[src/pwrt_defs.svh]
// Register map, field positions, reset values and timing counts of the periodic wakeup timer.
`ifndef PWRT_DEFS_SVH
`define PWRT_DEFS_SVH

// Register indices; the byte address is four times the index.
`define PWRT_IDX_CTRL        10'h2f0
`define PWRT_IDX_STATUS      10'h2f1
`define PWRT_IDX_RC_TRIM     10'h2f3
`define PWRT_IDX_RATE        10'h2f4
`define PWRT_IDX_MASK        10'h2f5
`define PWRT_IDX_TEST        10'h2f6
`define PWRT_IDX_TEMP_TRIM   10'h2f7
`define PWRT_IDX_W           10

// Control register fields.
`define PWRT_CTRL_CLKSEL_BIT 7
`define PWRT_CTRL_ENABLE_BIT 2

// Status and mask register fields.
`define PWRT_FLAG_BIT        0

// Trim register fields.
`define PWRT_RC_TRIM_MSB     7
`define PWRT_RC_TRIM_LSB     2
`define PWRT_TEMP_OE_BIT     7
`define PWRT_TEMP_TRIM_MSB   3

// Reset values.
`define PWRT_RST_RATE        16'h0000
`define PWRT_RST_RC_TRIM     6'h00
`define PWRT_RST_TEMP_TRIM   5'h00
`define PWRT_RST_TEST        8'h00
`define PWRT_RST_CLKSEL      1'b0

// Clock select encodings.
`define PWRT_SEL_RC          1'b0
`define PWRT_SEL_BUS         1'b1

// RC clock edges that the gate needs before the first counted edge.
`define PWRT_GATE_EDGES      2'h2

`endif

[src/pwrt_pkg.sv]
// Types of the periodic wakeup timer.
package pwrt_pkg;

	typedef enum logic [1:0] {
		PWRT_IDLE,
		PWRT_GATE,
		PWRT_RUN
	} pwrt_state_e;

	typedef struct packed {
		pwrt_state_e st;
		logic [1:0]  gate_cnt;
		logic [17:0] cnt;
		logic        aclk_d;
		logic        enable;
		logic        clksel;
		logic [15:0] rate;
		logic [5:0]  rc_trim;
		logic        temp_oe;
		logic [3:0]  temp_trim;
		logic [7:0]  test;
		logic        flag;
		logic        mask;
		logic        load_pend;
		logic        dp_wr;
		logic        dp_rd;
		logic [9:0]  dp_idx;
		logic [31:0] hrdata;
		logic        hready;
		logic        irq;
		logic        tick;
	} pwrt_state_s;

endpackage : pwrt_pkg

[src/pwrt_top.sv]
// Periodic wakeup timer with RC clock trim and temperature offset trim, on an AHB-Lite slave.
`timescale 1ns/1ps
`include "pwrt_defs.svh"

module pwrt_top (
	input  wire logic        mclk_i,
	input  wire logic        rst_i,
	input  wire logic        hsel_i,
	input  wire logic [31:0] haddr_i,
	input  wire logic [1:0]  htrans_i,
	input  wire logic        hwrite_i,
	input  wire logic [2:0]  hsize_i,
	input  wire logic [31:0] hwdata_i,
	input  wire logic        hready_i,
	output logic      [31:0] hrdata_o,
	output logic             hreadyout_o,
	output logic             hresp_o,
	input  wire logic        aclk_i,
	input  wire logic        special_mode_i,
	input  wire logic [5:0]  flash_rc_trim_i,
	input  wire logic [7:0]  flash_temp_trim_i,
	output logic      [5:0]  rc_period_trim_field_o,
	output logic             temp_offset_enable_o,
	output logic      [3:0]  temp_offset_trim_field_o,
	output logic      [7:0]  test_o,
	output logic             periodic_timeout_o,
	output logic             irq_o
);

	pwrt_pkg::pwrt_state_s s_r;
	pwrt_pkg::pwrt_state_s s_nxt;

	logic        wr_en;
	logic [31:0] wd;
	logic [17:0] limit;
	logic        aclk_rise;
	logic        cnt_step;
	logic        timeout;
	logic        clr_flag;
	logic        en_wr_val;

	always_comb begin
		s_nxt = s_r;
		wd = hwdata_i;
		wr_en = s_r.dp_wr;
		en_wr_val = wd[`PWRT_CTRL_ENABLE_BIT];
		clr_flag = 1'b0;
		aclk_rise = aclk_i & ~s_r.aclk_d;
		s_nxt.aclk_d = aclk_i;

		// Trim values come from flash in the first cycle after reset release.
		s_nxt.load_pend = 1'b0;
		if (s_r.load_pend) begin
			s_nxt.rc_trim = flash_rc_trim_i;
			s_nxt.temp_oe = flash_temp_trim_i[`PWRT_TEMP_OE_BIT];
			s_nxt.temp_trim = flash_temp_trim_i[`PWRT_TEMP_TRIM_MSB:0];
		end

		// Data phase of a write: the address was latched in the address phase.
		if (wr_en) begin
			case (s_r.dp_idx)
				`PWRT_IDX_CTRL: begin
					if (!s_r.enable && !en_wr_val) begin
						s_nxt.clksel = wd[`PWRT_CTRL_CLKSEL_BIT];
					end
					s_nxt.enable = en_wr_val;
				end
				`PWRT_IDX_STATUS: begin
					clr_flag = wd[`PWRT_FLAG_BIT];
				end
				`PWRT_IDX_RC_TRIM: begin
					s_nxt.rc_trim = wd[`PWRT_RC_TRIM_MSB:`PWRT_RC_TRIM_LSB];
				end
				`PWRT_IDX_RATE: begin
					if (!s_r.enable) begin
						s_nxt.rate = wd[15:0];
					end
				end
				`PWRT_IDX_MASK: begin
					s_nxt.mask = wd[`PWRT_FLAG_BIT];
				end
				`PWRT_IDX_TEST: begin
					if (special_mode_i) begin
						s_nxt.test = wd[7:0];
					end
				end
				`PWRT_IDX_TEMP_TRIM: begin
					s_nxt.temp_oe = wd[`PWRT_TEMP_OE_BIT];
					s_nxt.temp_trim = wd[`PWRT_TEMP_TRIM_MSB:0];
				end
				default: begin
				end
			endcase
		end

		// Terminal count: the RC limit is twice the bus limit plus one, and each RC tick is one timer step.
		if (s_r.clksel == `PWRT_SEL_BUS) begin
			limit = {1'b0, s_r.rate, 1'b1};
			cnt_step = 1'b1;
		end else begin
			limit = {s_r.rate, 2'b11};
			cnt_step = aclk_rise;
		end

		timeout = 1'b0;
		case (s_r.st)
			pwrt_pkg::PWRT_IDLE: begin
				s_nxt.cnt = 18'h00000;
				s_nxt.gate_cnt = 2'h0;
				if (s_r.enable) begin
					if (s_r.clksel == `PWRT_SEL_BUS) begin
						s_nxt.st = pwrt_pkg::PWRT_RUN;
					end else begin
						s_nxt.st = pwrt_pkg::PWRT_GATE;
					end
				end
			end
			pwrt_pkg::PWRT_GATE: begin
				// The RC clock gate opens after two rising RC edges, which costs one to two RC cycles.
				if (!s_r.enable) begin
					s_nxt.st = pwrt_pkg::PWRT_IDLE;
				end else if (aclk_rise) begin
					s_nxt.gate_cnt = s_r.gate_cnt + 2'h1;
					if (s_r.gate_cnt + 2'h1 == `PWRT_GATE_EDGES) begin
						s_nxt.st = pwrt_pkg::PWRT_RUN;
					end
				end
			end
			pwrt_pkg::PWRT_RUN: begin
				if (!s_r.enable) begin
					s_nxt.st = pwrt_pkg::PWRT_IDLE;
				end else if (cnt_step) begin
					if (s_r.cnt == limit) begin
						timeout = 1'b1;
						s_nxt.cnt = 18'h00000;
					end else begin
						s_nxt.cnt = s_r.cnt + 18'h00001;
					end
				end
			end
			default: begin
				s_nxt.st = pwrt_pkg::PWRT_IDLE;
			end
		endcase

		// A time-out in the same cycle as a clear leaves the flag set.
		if (timeout) begin
			s_nxt.flag = 1'b1;
		end else if (clr_flag) begin
			s_nxt.flag = 1'b0;
		end
		s_nxt.tick = timeout;
		s_nxt.irq = s_nxt.flag & s_nxt.mask;

		// Address phase: latch the access and prepare read data from the updated registers.
		s_nxt.dp_wr = 1'b0;
		s_nxt.dp_rd = 1'b0;
		s_nxt.hready = 1'b1;
		if (hsel_i && htrans_i[1] && hready_i) begin
			s_nxt.dp_wr = hwrite_i;
			s_nxt.dp_rd = ~hwrite_i;
			s_nxt.dp_idx = haddr_i[`PWRT_IDX_W+1:2];
		end
		s_nxt.hrdata = 32'h00000000;
		if (hsel_i && htrans_i[1] && hready_i && !hwrite_i) begin
			case (haddr_i[`PWRT_IDX_W+1:2])
				`PWRT_IDX_CTRL: begin
					s_nxt.hrdata[`PWRT_CTRL_CLKSEL_BIT] = s_nxt.clksel;
					s_nxt.hrdata[`PWRT_CTRL_ENABLE_BIT] = s_nxt.enable;
				end
				`PWRT_IDX_STATUS: begin
					s_nxt.hrdata[`PWRT_FLAG_BIT] = s_nxt.flag;
				end
				`PWRT_IDX_RC_TRIM: begin
					s_nxt.hrdata[`PWRT_RC_TRIM_MSB:`PWRT_RC_TRIM_LSB] = s_nxt.rc_trim;
				end
				`PWRT_IDX_RATE: begin
					s_nxt.hrdata[15:0] = s_nxt.rate;
				end
				`PWRT_IDX_MASK: begin
					s_nxt.hrdata[`PWRT_FLAG_BIT] = s_nxt.mask;
				end
				`PWRT_IDX_TEST: begin
					s_nxt.hrdata[7:0] = s_nxt.test;
				end
				`PWRT_IDX_TEMP_TRIM: begin
					s_nxt.hrdata[`PWRT_TEMP_OE_BIT] = s_nxt.temp_oe;
					s_nxt.hrdata[`PWRT_TEMP_TRIM_MSB:0] = s_nxt.temp_trim;
				end
				default: begin
				end
			endcase
		end
	end

	always_ff @(posedge mclk_i) begin
		if (rst_i) begin
			s_r.st <= pwrt_pkg::PWRT_IDLE;
			s_r.gate_cnt <= 2'h0;
			s_r.cnt <= 18'h00000;
			s_r.aclk_d <= 1'b0;
			s_r.enable <= 1'b0;
			s_r.clksel <= `PWRT_RST_CLKSEL;
			s_r.rate <= `PWRT_RST_RATE;
			s_r.rc_trim <= `PWRT_RST_RC_TRIM;
			s_r.temp_oe <= 1'b0;
			s_r.temp_trim <= 4'h0;
			s_r.test <= `PWRT_RST_TEST;
			s_r.flag <= 1'b0;
			s_r.mask <= 1'b0;
			s_r.load_pend <= 1'b1;
			s_r.dp_wr <= 1'b0;
			s_r.dp_rd <= 1'b0;
			s_r.dp_idx <= 10'h000;
			s_r.hrdata <= 32'h00000000;
			s_r.hready <= 1'b1;
			s_r.irq <= 1'b0;
			s_r.tick <= 1'b0;
		end else begin
			s_r <= s_nxt;
		end
	end

	// Trim outputs drive the analog oscillator and the temperature sensor directly.
	assign rc_period_trim_field_o   = s_r.rc_trim;
	assign temp_offset_enable_o     = s_r.temp_oe;
	assign temp_offset_trim_field_o = s_r.temp_trim;
	assign test_o                   = s_r.test;
	assign periodic_timeout_o       = s_r.tick;
	assign irq_o                    = s_r.irq;
	assign hrdata_o                 = s_r.hrdata;
	assign hreadyout_o              = s_r.hready;
	assign hresp_o                  = 1'b0;

endmodule : pwrt_top

[config.mk]
export PLATFORM = sky130hd
export DESIGN_NAME = pwrt_top
export DESIGN_NICKNAME = d
export VERILOG_FILES = /design/src/pwrt_pkg.sv /design/src/pwrt_top.sv
export VERILOG_INCLUDE_DIRS = /design/src
export SDC_FILE = /design/constraint.sdc
export NUM_CORES = 1
export LEC_CHECK = 0
export BUFFER_PORTS_ARGS = -buffer_cell sky130_fd_sc_hd__buf_2
export CORE_AREA = 4 4 75 129
export DETAILED_ROUTE_END_ITERATION = 8
export DIE_AREA = 0 0 79 133
export GPL_ROUTABILITY_DRIVEN = 0
export PLACE_DENSITY = 0.83
export SLEW_MARGIN = 20
export SYNTH_ARGS = -nofsm -noshare
export SYNTH_HDL_FRONTEND = slang
export SYNTH_SLANG_ARGS = --single-unit
export TNS_END_PERCENT = 10
[constraint.sdc]
create_clock -name mclk_i -period 6.3 [get_ports mclk_i]
set_clock_uncertainty 0.1 [all_clocks]
set_input_delay 1.26 -clock mclk_i [delete_from_list [all_inputs] [get_ports mclk_i]]
set_output_delay 1.26 -clock mclk_i [all_outputs]
set_load 0.02 [all_outputs]
# Yosys cells after proc, flatten, opt, wreduce, memory -nomap -nowiden
# Cells that the tools add are included.
[word_totals] register_bits=109 output_inout_bits=55
[classes] eq_ne=26 addsub=2 bitwise=7 n_reduce_logical=16 mux=45
[op_table] operator="$eq A10 B10 Y1 const B" n=14
[op_table] operator="$mux W18" n=4
[op_table] operator="$mux W16" n=3
[op_table] operator="$mux W48" n=1
[op_table] operator="$mux W37" n=1
[op_table] operator="$pmux W18 S2" n=1
[op_table] operator="$mux W8" n=3
[op_table] operator="$add A18 B1 Y18 const B" n=1
[op_table] operator="$eq A18 B18 Y1" n=1
[op_table] operator="$pmux W1 S5" n=3
[op_table] operator="$mux W2" n=7
[op_table] operator="$mux W1" n=12
[op_table] operator="$mux W12" n=1
[op_table] operator="$ne A2 B2 Y1 const B" n=6
[op_table] operator="$mux W11" n=1
[op_table] operator="$pmux W3 S3" n=1
[op_table] operator="$mux W6" n=1
[op_table] operator="$ne A3 B3 Y1 const B" n=2
[op_table] operator="$pmux W2 S3" n=1
[op_table] operator="$reduce_and A3 Y1" n=2
[op_table] operator="$mux W5" n=1
[op_table] operator="$not A1 Y1" n=5
[op_table] operator="$eq A2 B2 Y1 const B" n=2
[op_table] operator="$logic_and A1 B1 Y1" n=4
[op_table] operator="13 further kinds" n=18

# Longest topological paths before layout
# Gate-level depths: netlist of run 1.
[logic_depth] word_depth=10 mapped_depth=10

# Worst setup path after synthesis of run 1
# Ideal clock, no wire load.
[synth_path] path_kind="input-to-reg" start="input haddr_i[10]" end="register s_r, in the netlist hrdata_o[0]" required_ns=6.109 arrival_time_ns=2.707 stages=7 setup_slack_ns=3.402 setup_ns=0.091 n_path_buf=1 path_cell_list="nand4b_1 -> nor3_1 -> nand2_1 -> or3_1 -> clkbuf_1 -> o22a_1 -> a311oi_1"
[synth_between] elab_chain_len=2
[synth_rtl] element="start, declared" line="pwrt_top.sv:9" source="input wire logic [31:0] haddr_i,"
[synth_rtl] element="$eq A10 B10 Y1" line="pwrt_top.sv:166" source="case (haddr_i[`PWRT_IDX_W+1:2])"
[synth_rtl] element="$pmux W1 S5 *" line="pwrt_top.sv:166"
[synth_rtl] element="end signal, assigned" line="pwrt_top.sv:220" source="s_r <= s_nxt;"
[synth_rtl] element="end, declared" line="pwrt_top.sv:30" source="pwrt_pkg::pwrt_state_s s_r;"
# Every way passes the cells marked *; elsewhere a longest branch is shown, timed or not.
# A chain may end at the register's enable or synchronous reset.

# Worst setup path in the final report of run 1
[layout_path] start="register s_r[85] (netlist name)" end="register s_r, in the netlist hrdata_o[0]"
[layout_between] elab_chain_len=8
[layout_rtl] element="$mux W18" line="pwrt_top.sv:97" source="if (s_r.clksel == `PWRT_SEL_BUS) begin"
[layout_rtl] element="$eq A18 B18 Y1" line="pwrt_top.sv:133" source="if (s_r.cnt == limit) begin"
[layout_rtl] element="$mux W1" line="pwrt_top.sv:133"
[layout_rtl] element="$mux W1 *" line="pwrt_top.sv:132" source="end else if (cnt_step) begin"
[layout_rtl] element="$mux W1 *" line="pwrt_top.sv:130" source="if (!s_r.enable) begin"
[layout_rtl] element="$mux W1 *" line="pwrt_top.sv:106" source="case (s_r.st)"
[layout_rtl] element="$mux W1 *" line="pwrt_top.sv:147" source="if (timeout) begin"
[layout_rtl] element="$pmux W1 S5 *" line="pwrt_top.sv:166"
# Marks and branches as above.

==> metrics.txt, run 1 <==
outcome=finished clean; Die Footprint=10500 µm²; register area share after synthesis=39.5%; Fill cells=764; Initial Util=53.8%; RSZ-0062 raised after global routing=no; DRT Wirelength=10900 µm; clock-pin slew on the worst setup and hold paths=0.06 ns; vias per cell=5.57; maximum clock rate=297 MHz; Top Ports=145; cell count after synthesis=542; CTS Sinks=92; Main synth FF type=dfxtp_1; width of the die=79 µm; FF+latch count, synth=92; share of layout cells above drive strength 1=18.8%; Max-Cap Viols=0; Synth Area per Inst=8.60 µm²; Post-synth EDFFs=0; DIE HEIGHT=133 µm; WP data required=6.42 ns; Clock Tree Buf Depth=2; FFs w/ async S/R, synth=0%; mux contribution to synthesized area=11.4%; setup tns final=0 ns; cell family with most CP delay=simple AND/OR/NAND/NOR gates; CP Capture Type=register; multi-input logic area=2350 µm²; Root Buffer=clkbuf_16; Post-DRT Antenna Nets=0; minimum clock period after layout=3.36 ns; Mapped Area=4660 µm²; Max Fanout on Critical Path=21; Clk Latency, worst-skew pair=0.34 ns; area delta synth->final=9.58%; Least-Margin Pin Slew=1.04 ns; endpoints failing hold=0; total congestion overflow=0; initial antenna violation count=0; Synth Area in Adders=0.537%; post-route cell area=5110 µm²; core area=8670 µm²; Worst EP arrival=3.49 ns; Total GRT Usage=21.1%; routed via count=3875; fin. max-slew vios=0; Final Cycle Share=53.4%; Initial DRT Pass Iterations=5; worst-path cell chain=mux2i_1, xnor2_1, or3_1, or4_1, nor4_1, o21bai_1, a311oi_1; Placement Cell Area=4780 µm²; cts hold-fix bufs=0; number of buffers and inverters on the critical path=0; # DRC=0; Reg area=1840 µm²; Nets=667; post-placement setup slack=2.89 ns; largest net degree at the start of global routing=70; Slowest-stage cell, CP=dfxtp_1; worst setup margin=2.94 ns; max_slew headroom=30.5%; first-pass GRT wire length=17700 µm; final setup fails=0; CTS buffer count=9; H-Tree Depth=3; Worst Setup Start Kind=register; CTS resizes=0; initial DRC count=239; Syn. warnings=0; CTS tree=done; simple-gate share of the synthesized area=22.9%; xor-xnor portion of the synthesized cell area=5.45%; PortBufs=81; P per Cell Area=243 nW/µm²; Fin Hold WS=0.361 ns; VDD IR-drop max=193 µV; hpwl dp=8110 µm; vias in the first global route=3857; Distinct cells, synth=50; largest family of logic cells by synthesized area=simple AND/OR/NAND/NOR gates; diode count=0; Synth Area in Compound Gates=8.75%; Critical Setup Path Class=reg2reg; post-CTS setup buffer count=0; worst min path class=reg2reg; row count=45; Leak=2.02 nW; WL per Instance=15.7 µm; slowest stage delay, CP=1.01 ns
==> logic make-up (layout without fill, tap and decap cells) <==
family,after synthesis,after routing
xor+xnor,29,29
other cells,2,18
buf+inv,83,104
simple gates,218,218
flops,92,92
fa+ha+maj,2,2
compound gates,63,63
mux,53,53
==> where the power goes <==
| part | internal (mW) | switching, mW | total, mW |
|---|---|---|---|
| Combinational | 0.0238 | 0.0453 | 0.0691 |
| Sequential | 0.589 | 0.00672 | 0.595 |
| Clock | 0.358 | 0.220 | 0.578 |
==> tightest hold or removal path, stage by stage, from the launching register on <==
cell	delay (ns)
dfxtp_1	0.31
nand2_1	0.05
a21oi_1	0.05
==> cells in the mapped netlist, types with 2 or more instances <==
| cell type | count | share of area (%) |
|---|---|---|
| buf_4 | 53 | 8.5 |
| nand2_1 | 50 | 4.0 |
| conb_1 | 2 | 0.16 |
| nor2_1 | 81 | 6.5 |
| a21oi_1 | 16 | 1.7 |
| or3_1 | 4 | 0.54 |
| buf_6 | 2 | 0.48 |
| clkbuf_1 | 20 | 1.6 |
| or4_1 | 2 | 0.32 |
| a21o_1 | 3 | 0.48 |
| nand4_1 | 7 | 0.94 |
| dfxtp_1 | 92 | 40 |
| nor2b_1 | 3 | 0.40 |
| nand4b_1 | 4 | 0.75 |
| nand3_1 | 9 | 0.97 |
| nor3_1 | 13 | 1.4 |
| a31oi_1 | 3 | 0.40 |
| o22a_1 | 8 | 1.5 |
| inv_1 | 6 | 0.48 |
| nor4b_1 | 5 | 0.94 |
| ha_1 | 2 | 0.54 |
| nand2b_1 | 9 | 1.2 |
| o22ai_1 | 4 | 0.54 |
| xor2_1 | 12 | 2.3 |
| nand3b_1 | 6 | 0.97 |
| nor4_1 | 8 | 1.1 |
| and3_1 | 4 | 0.54 |
| xnor2_1 | 17 | 3.2 |
| o21ai_0 | 18 | 1.9 |
| or2_2 | 7 | 0.94 |
| mux2i_1 | 53 | 11 |
==> flip-flops by register name, summed over array words and instances (netlist names) <==
| name | count |
|---|---|
| hrdata_o | 16 |
| wr_en | 1 |
| temp_offset_enable_o | 1 |
| irq_o | 1 |
| temp_offset_trim_field_o | 4 |
| rc_period_trim_field_o | 6 |
| s_r | 54 |
| test_o | 8 |
| periodic_timeout_o | 1 |
==> path summary, 6_finish.rpt <==
| check | start | slack, ns | cells past startpoint | to |
|---|---|---|---|---|
| max | s_r[85] | 2.94 | 7 | hrdata_o[0] |
| min | s_r[44] | 0.36 | 2 | s_r[44] |
| max reg2reg | s_r[85] | 2.94 | 7 | hrdata_o[0] |
| min reg2reg | s_r[44] | 0.36 | 2 | s_r[44] |
==> final cells by class <==
type	instances	area share, %
Timing Repair Buffer	83	8.23
Sequential cell	92	36.1
Clock buffer	10	4.68
Clock inverter	5	1.67
Inverter	6	0.441
Multi-Input combinational cell	383	46.1
Tap cell	117	2.87
==> layer usage <==
metal | wire length [µm] | up-vias | GRT usage [%]
li1 | - | 1859 | -
met1 | 3980 | 1831 | 21.5
met2 | 5960 | 145 | 38.6
met3 | 543 | 40 | 3.81
met4 | 461 | 0 | 12.7
met5 | 0 | - | 0
==> cells in the final DEF, fill, tap and decap left out, types with 5 or more instances in the layout <==
cell,synthesis,layout
o22a_1,8,8
nand2_1,50,50
inv_1,6,6
mux2i_1,53,53
nand3b_1,6,6
or2_2,7,7
xor2_1,12,12
clkbuf_16,0,9
nor4b_1,5,5
o21ai_0,18,18
nand3_1,9,9
nor4_1,8,8
dfxtp_1,92,92
xnor2_1,17,17
nand4_1,7,7
buf_2,1,81
nand2b_1,9,9
nor2_1,81,81
conb_1,2,18
nor3_1,13,13
a21oi_1,16,16
==> per-stage QoR <==
stage	cells	util [%]	total power, mW
4_1_cts	696	58.9	1.25
5_1_grt	696	58.9	1.28
3_5_place_dp	681	55.2	0.676
6_report	696	58.9	1.24
2_1_floorplan	558	-	0.661
3_3_place_gp	681	55.2	0.674
Note: power is estimated with default switching activity, not from simulation.
==> run 2: changes to the inputs <==
CORE_AREA = 4 4 78 134   (was 4 4 75 129)
DIE_AREA = 0 0 82 138   (was 0 0 79 133)
PLACE_DENSITY = 0.78   (was 0.83)
clock period = 3.1 ns   (was 6.3 ns; I/O delays follow)
==> run 2 against run 1 <==
  * First-iteration DRC count is 10% lower
  * Flip-flop and latch count stayed put
  * Die area is 7.7% higher
  * Critical path depth stayed put
  * Hold slack better by 0.0038 ns
  * Largest cell class unchanged
==> metrics.txt, run 2 (synthesis gave the netlist of run 1 again) <==
reg2reg end=irq_o; Critical Setup Path Class=reg2reg; Worst EP arrival=3.01 ns; slowest stage delay, CP=0.58 ns; worst-path cell chain=mux2i_1, xnor2_1, or3_1, or4_1, nor4_1, nor2_1, nor3_1; clock-pin slew on the worst setup and hold paths=0.06 ns; share of layout cells above drive strength 1=19.2%; Initial Util=49.5%; endpoints failing hold=0; Reg area=1840 µm²; Clock Tree Buf Depth=2; vias per cell=5.41; final setup fails=0; fin. max-slew vios=0; Top Ports=145; Fill cells=914; HP Start=s_r[42]; CTS resizes=0; Least-Margin Pin Slew=0.813 ns; VDD IR-drop max=360 µV; core area=9410 µm²; setup tns final=0 ns; Clk Latency, worst-skew pair=0.35 ns; CTS Sinks=92; Gate power share=5.9%; CTS buffer count=9; max_slew headroom=45.4%; total congestion overflow=0; first-pass GRT wire length=17900 µm; Initial DRT Pass Iterations=6; H-Tree Depth=3; Final Cycle Share=92.9%; Nets=671; FF-to-FF path depth=7; Max Fanout on Critical Path=8; Post-DRT Antenna Nets=0; # DRC=0; hpwl dp=8480 µm; r2r setup slk=0.22 ns; DIE HEIGHT=138 µm; largest net degree at the start of global routing=58; initial DRC count=214; row count=47; most frequent cells in the layout=92 x dfxtp_1, 81 x nor2_1, 81 x buf_2; met2 GRT Util=37.2%; width of the die=82 µm; RSZ-0062 raised after global routing=no; GR Util met1=19.5%; diode count=0; WP data required=3.23 ns; maximum clock rate=347 MHz; Max-Cap Viols=0; Slowest-stage cell, CP=dfxtp_1; Worst Setup Start Kind=register; WHS Path Cells=2; Fin Hold WS=0.364 ns; register share of total power=51.4%; Root Buffer=clkbuf_16; worst min path class=reg2reg; initial antenna violation count=0; Die Footprint=11300 µm²; minimum clock period after layout=2.88 ns; worst hold endpoint=s_r[42]; vias in the first global route=3903; multi-input logic area=2350 µm²; Total GRT Usage=20.1%; Clock Power Share=42.6%; Largest register FFs=54; Total Power=2.35 mW; CTS tree=done; Switch Pwr=0.560 mW; switching share of power=23.8%; internal power=1.79 mW; r2r startpoint=s_r[85]; routed via count=3819; most crowded layer after global routing=met2; commonest non-fill, non-tap cell in the layout=dfxtp_1; Largest Register=s_r; P per Cell Area=462 nW/µm²; cts hold-fix bufs=0; Leak=2.02 nW; PortBufs=81; met3 usage=4.23%; CP Capture Type=register; area delta synth->final=9.21%; DRT Wirelength=11000 µm; outcome=finished clean; post-CTS setup buffer count=0; WL per Instance=15.5 µm
## run 2: power by group through the flow
stage / clock [mW] / sequential [mW] / combinational [mW]
2_1_floorplan: 0 / 1.23 / 0.113
3_3_place_gp: 0 / 1.23 / 0.135
3_5_place_dp: 0 / 1.24 / 0.138
4_1_cts: 1.02 / 1.21 / 0.139
5_1_grt: 1.06 / 1.21 / 0.153
6_report: 1.00 / 1.21 / 0.140
## run 2: stage by stage
step,cell area [µm²],setup slack (ns),std cells,util [%]
3_3_place_gp,4820,0.324,690,51.2
5_1_grt,5090,0.0410,706,54.1
2_1_floorplan,4720,0.642,558,-
6_report,5090,0.220,706,54.1
3_5_place_dp,4820,0.274,690,51.2
4_1_cts,5090,0.239,706,54.1
## run 2: layer usage
metal  up-vias  wire (µm)
met5         -          0
met4         0        486
met3        35        542
met2       124       6130
met1      1800       3790
li1       1860          -
## run 2: worst max-delay path by stage
stage / startpoint / end / slack, ns / cells after the start
6_report: s_r[85] / irq_o / 0.22 / 7
5_1_grt: s_r[85] / s_r[105] / 0.04 / 7
4_1_cts: s_r[85] / s_r[101] / 0.24 / 7
3_5_place_dp: s_r[85] / s_r[101] / 0.27 / 7
3_3_place_gp: s_r[85] / s_r[105] / 0.32 / 7
2_1_floorplan: s_r[85] / s_r[91] / 0.64 / 9
## run 2: worst max-delay path: cells and delay by family, from the launching register on
kind	cells	cell delay, ns
xor gates and xnor gates	1	0.10
DFF	1	0.58
muxes	1	0.30
and+or+nand+nor	5	1.69
## run 2: final cells by class
cell class	count	area share (%)
clock inverter	5	0.737
timing repair buffer	87	8.85
clock buffer	11	4.57
multi-input combinational	383	46.2
sequential	92	36.2
tap	122	3.00
inverter	6	0.442
==> run 3: changes to the inputs <==
clock period = 3.21 ns   (was 3.1 ns; I/O delays follow)
==> run 3 against run 2 <==
  * Flip-flop and latch count stayed put
  * Register-to-register slack better by 0.05 ns
  * Critical path depth rose by 1
  * Global-route usage is 0.068 points lower
  * Routed wire length shrank 0.78%
  * Fmax is 2.2% lower
  * Highest routed layer unchanged
  * Die area is the same
  * Sequential share of layout area is 0.26 points lower
  * Non-clock buffer count up 1
  * Largest cell class unchanged
==> metrics.txt, run 3 (synthesis gave the netlist of run 1 again) <==
cts hold-fix bufs=0; PortBufs=81; core area=9410 µm²; Post-DRT Antenna Nets=0; total congestion overflow=0; CP Capture Type=register; VDD IR-drop max=413 µV; DRT Wirelength=10900 µm; P per Cell Area=464 nW/µm²; DIE HEIGHT=138 µm; largest net degree at the start of global routing=58; worst min path class=reg2reg; most frequent cells in the layout=92 x dfxtp_1, 81 x nor2_1, 81 x buf_2; post-CTS setup buffer count=0; Final Cycle Share=91.7%; CTS buffer count=9; WP data required=3.33 ns; hpwl dp=8300 µm; setup tns final=0 ns; Total GRT Usage=20.0%; Leak=2.04 nW; clock-pin slew on the worst setup and hold paths=0.07 ns; H-Tree Depth=3; RSZ-0062 raised after global routing=no; area delta synth->final=10.0%; vias per cell=5.40; worst setup margin=0.266 ns; Clock Tree Buf Depth=2; initial antenna violation count=0; Root Buffer=clkbuf_16; fin. max-slew vios=0; outcome=finished clean; Max-Cap Viols=0; final setup fails=0; vias in the first global route=3852; Initial Util=49.5%; Critical Setup Path Class=reg2reg; Clk Latency, worst-skew pair=0.35 ns; Die Footprint=11300 µm²; minimum clock period after layout=2.94 ns; width of the die=82 µm; Largest Register=s_r; Largest register FFs=54; Worst EP arrival=3.06 ns; first-pass GRT wire length=17700 µm; Top Ports=145; CTS tree=done; routed via count=3817; CTS Sinks=92; Worst Setup Start Kind=register; maximum clock rate=340 MHz; Nets=672; post-placement setup slack=0.303 ns; # DRC=0; Max Fanout on Critical Path=12; endpoints failing hold=0; max_slew headroom=42.1%; row count=47; CTS resizes=0; Initial DRT Pass Iterations=4; commonest non-fill, non-tap cell in the layout=dfxtp_1; WL per Instance=15.4 µm; initial DRC count=181; Least-Margin Pin Slew=0.862 ns; share of layout cells above drive strength 1=19.5%; diode count=0
run 3: metrics by stage:
| step | power (mW) | std cells | hold WS (ns) | util (%) | area [µm²] |
|---|---|---|---|---|---|
| after floorplan | 1.30 | 558 | 0.331 | - | 4720 |
| after global placement | 1.32 | 691 | 0.341 | 51.3 | 4830 |
| after detailed placement | 1.33 | 691 | 0.350 | 51.3 | 4830 |
| after CTS | 2.39 | 707 | 0.360 | 54.5 | 5130 |
| after global routing | 2.46 | 707 | 0.379 | 54.5 | 5130 |
| final | 2.38 | 707 | 0.359 | 54.5 | 5130 |
run 3: where the power goes:
group          internal (mW)  switching [mW]
Combinational         0.0469          0.0883
Clock                  0.613           0.462
Sequential              1.15          0.0124
Total                   1.82           0.562
run 3: layout make-up:
type,count,area [µm²]
Timing Repair Buffer,88,458
Multi-Input combinational cell,383,2350
Clock buffer,10,229
Tap cell,122,153
Sequential cell,92,1840
Inverter,6,22.5
Clock inverter,6,71.3
Fill cell,867,4280
run 3: final timing paths:
path	depth (start not counted)	startpoint	end	slack, ns
max	8	s_r[85]	s_r[93]	0.27
min	2	s_r[38]	s_r[38]	0.36
max reg2reg	8	s_r[85]	s_r[93]	0.27
min reg2reg	2	s_r[38]	s_r[38]	0.36
run 3: per-layer routing:
metal	wire (µm)	track usage, %	up-vias	share of wire (%)
li1	-	-	1871	-
met1	3980	20.1	1802	37
met2	6030	36.8	111	55
met3	424	3.39	33	3.9
met4	437	11.6	0	4.0
met5	0	0	-	0
run 3: worst max-delay path, stage by stage, from the launching register on:
cell     delay [ns]
dfxtp_1        0.56
buf_4          0.24
mux2i_1        0.23
xor2_1         0.17
nand2_1        0.08
or4_1          0.57
or3_4          0.40
o21ai_4        0.35
nor2_1         0.11
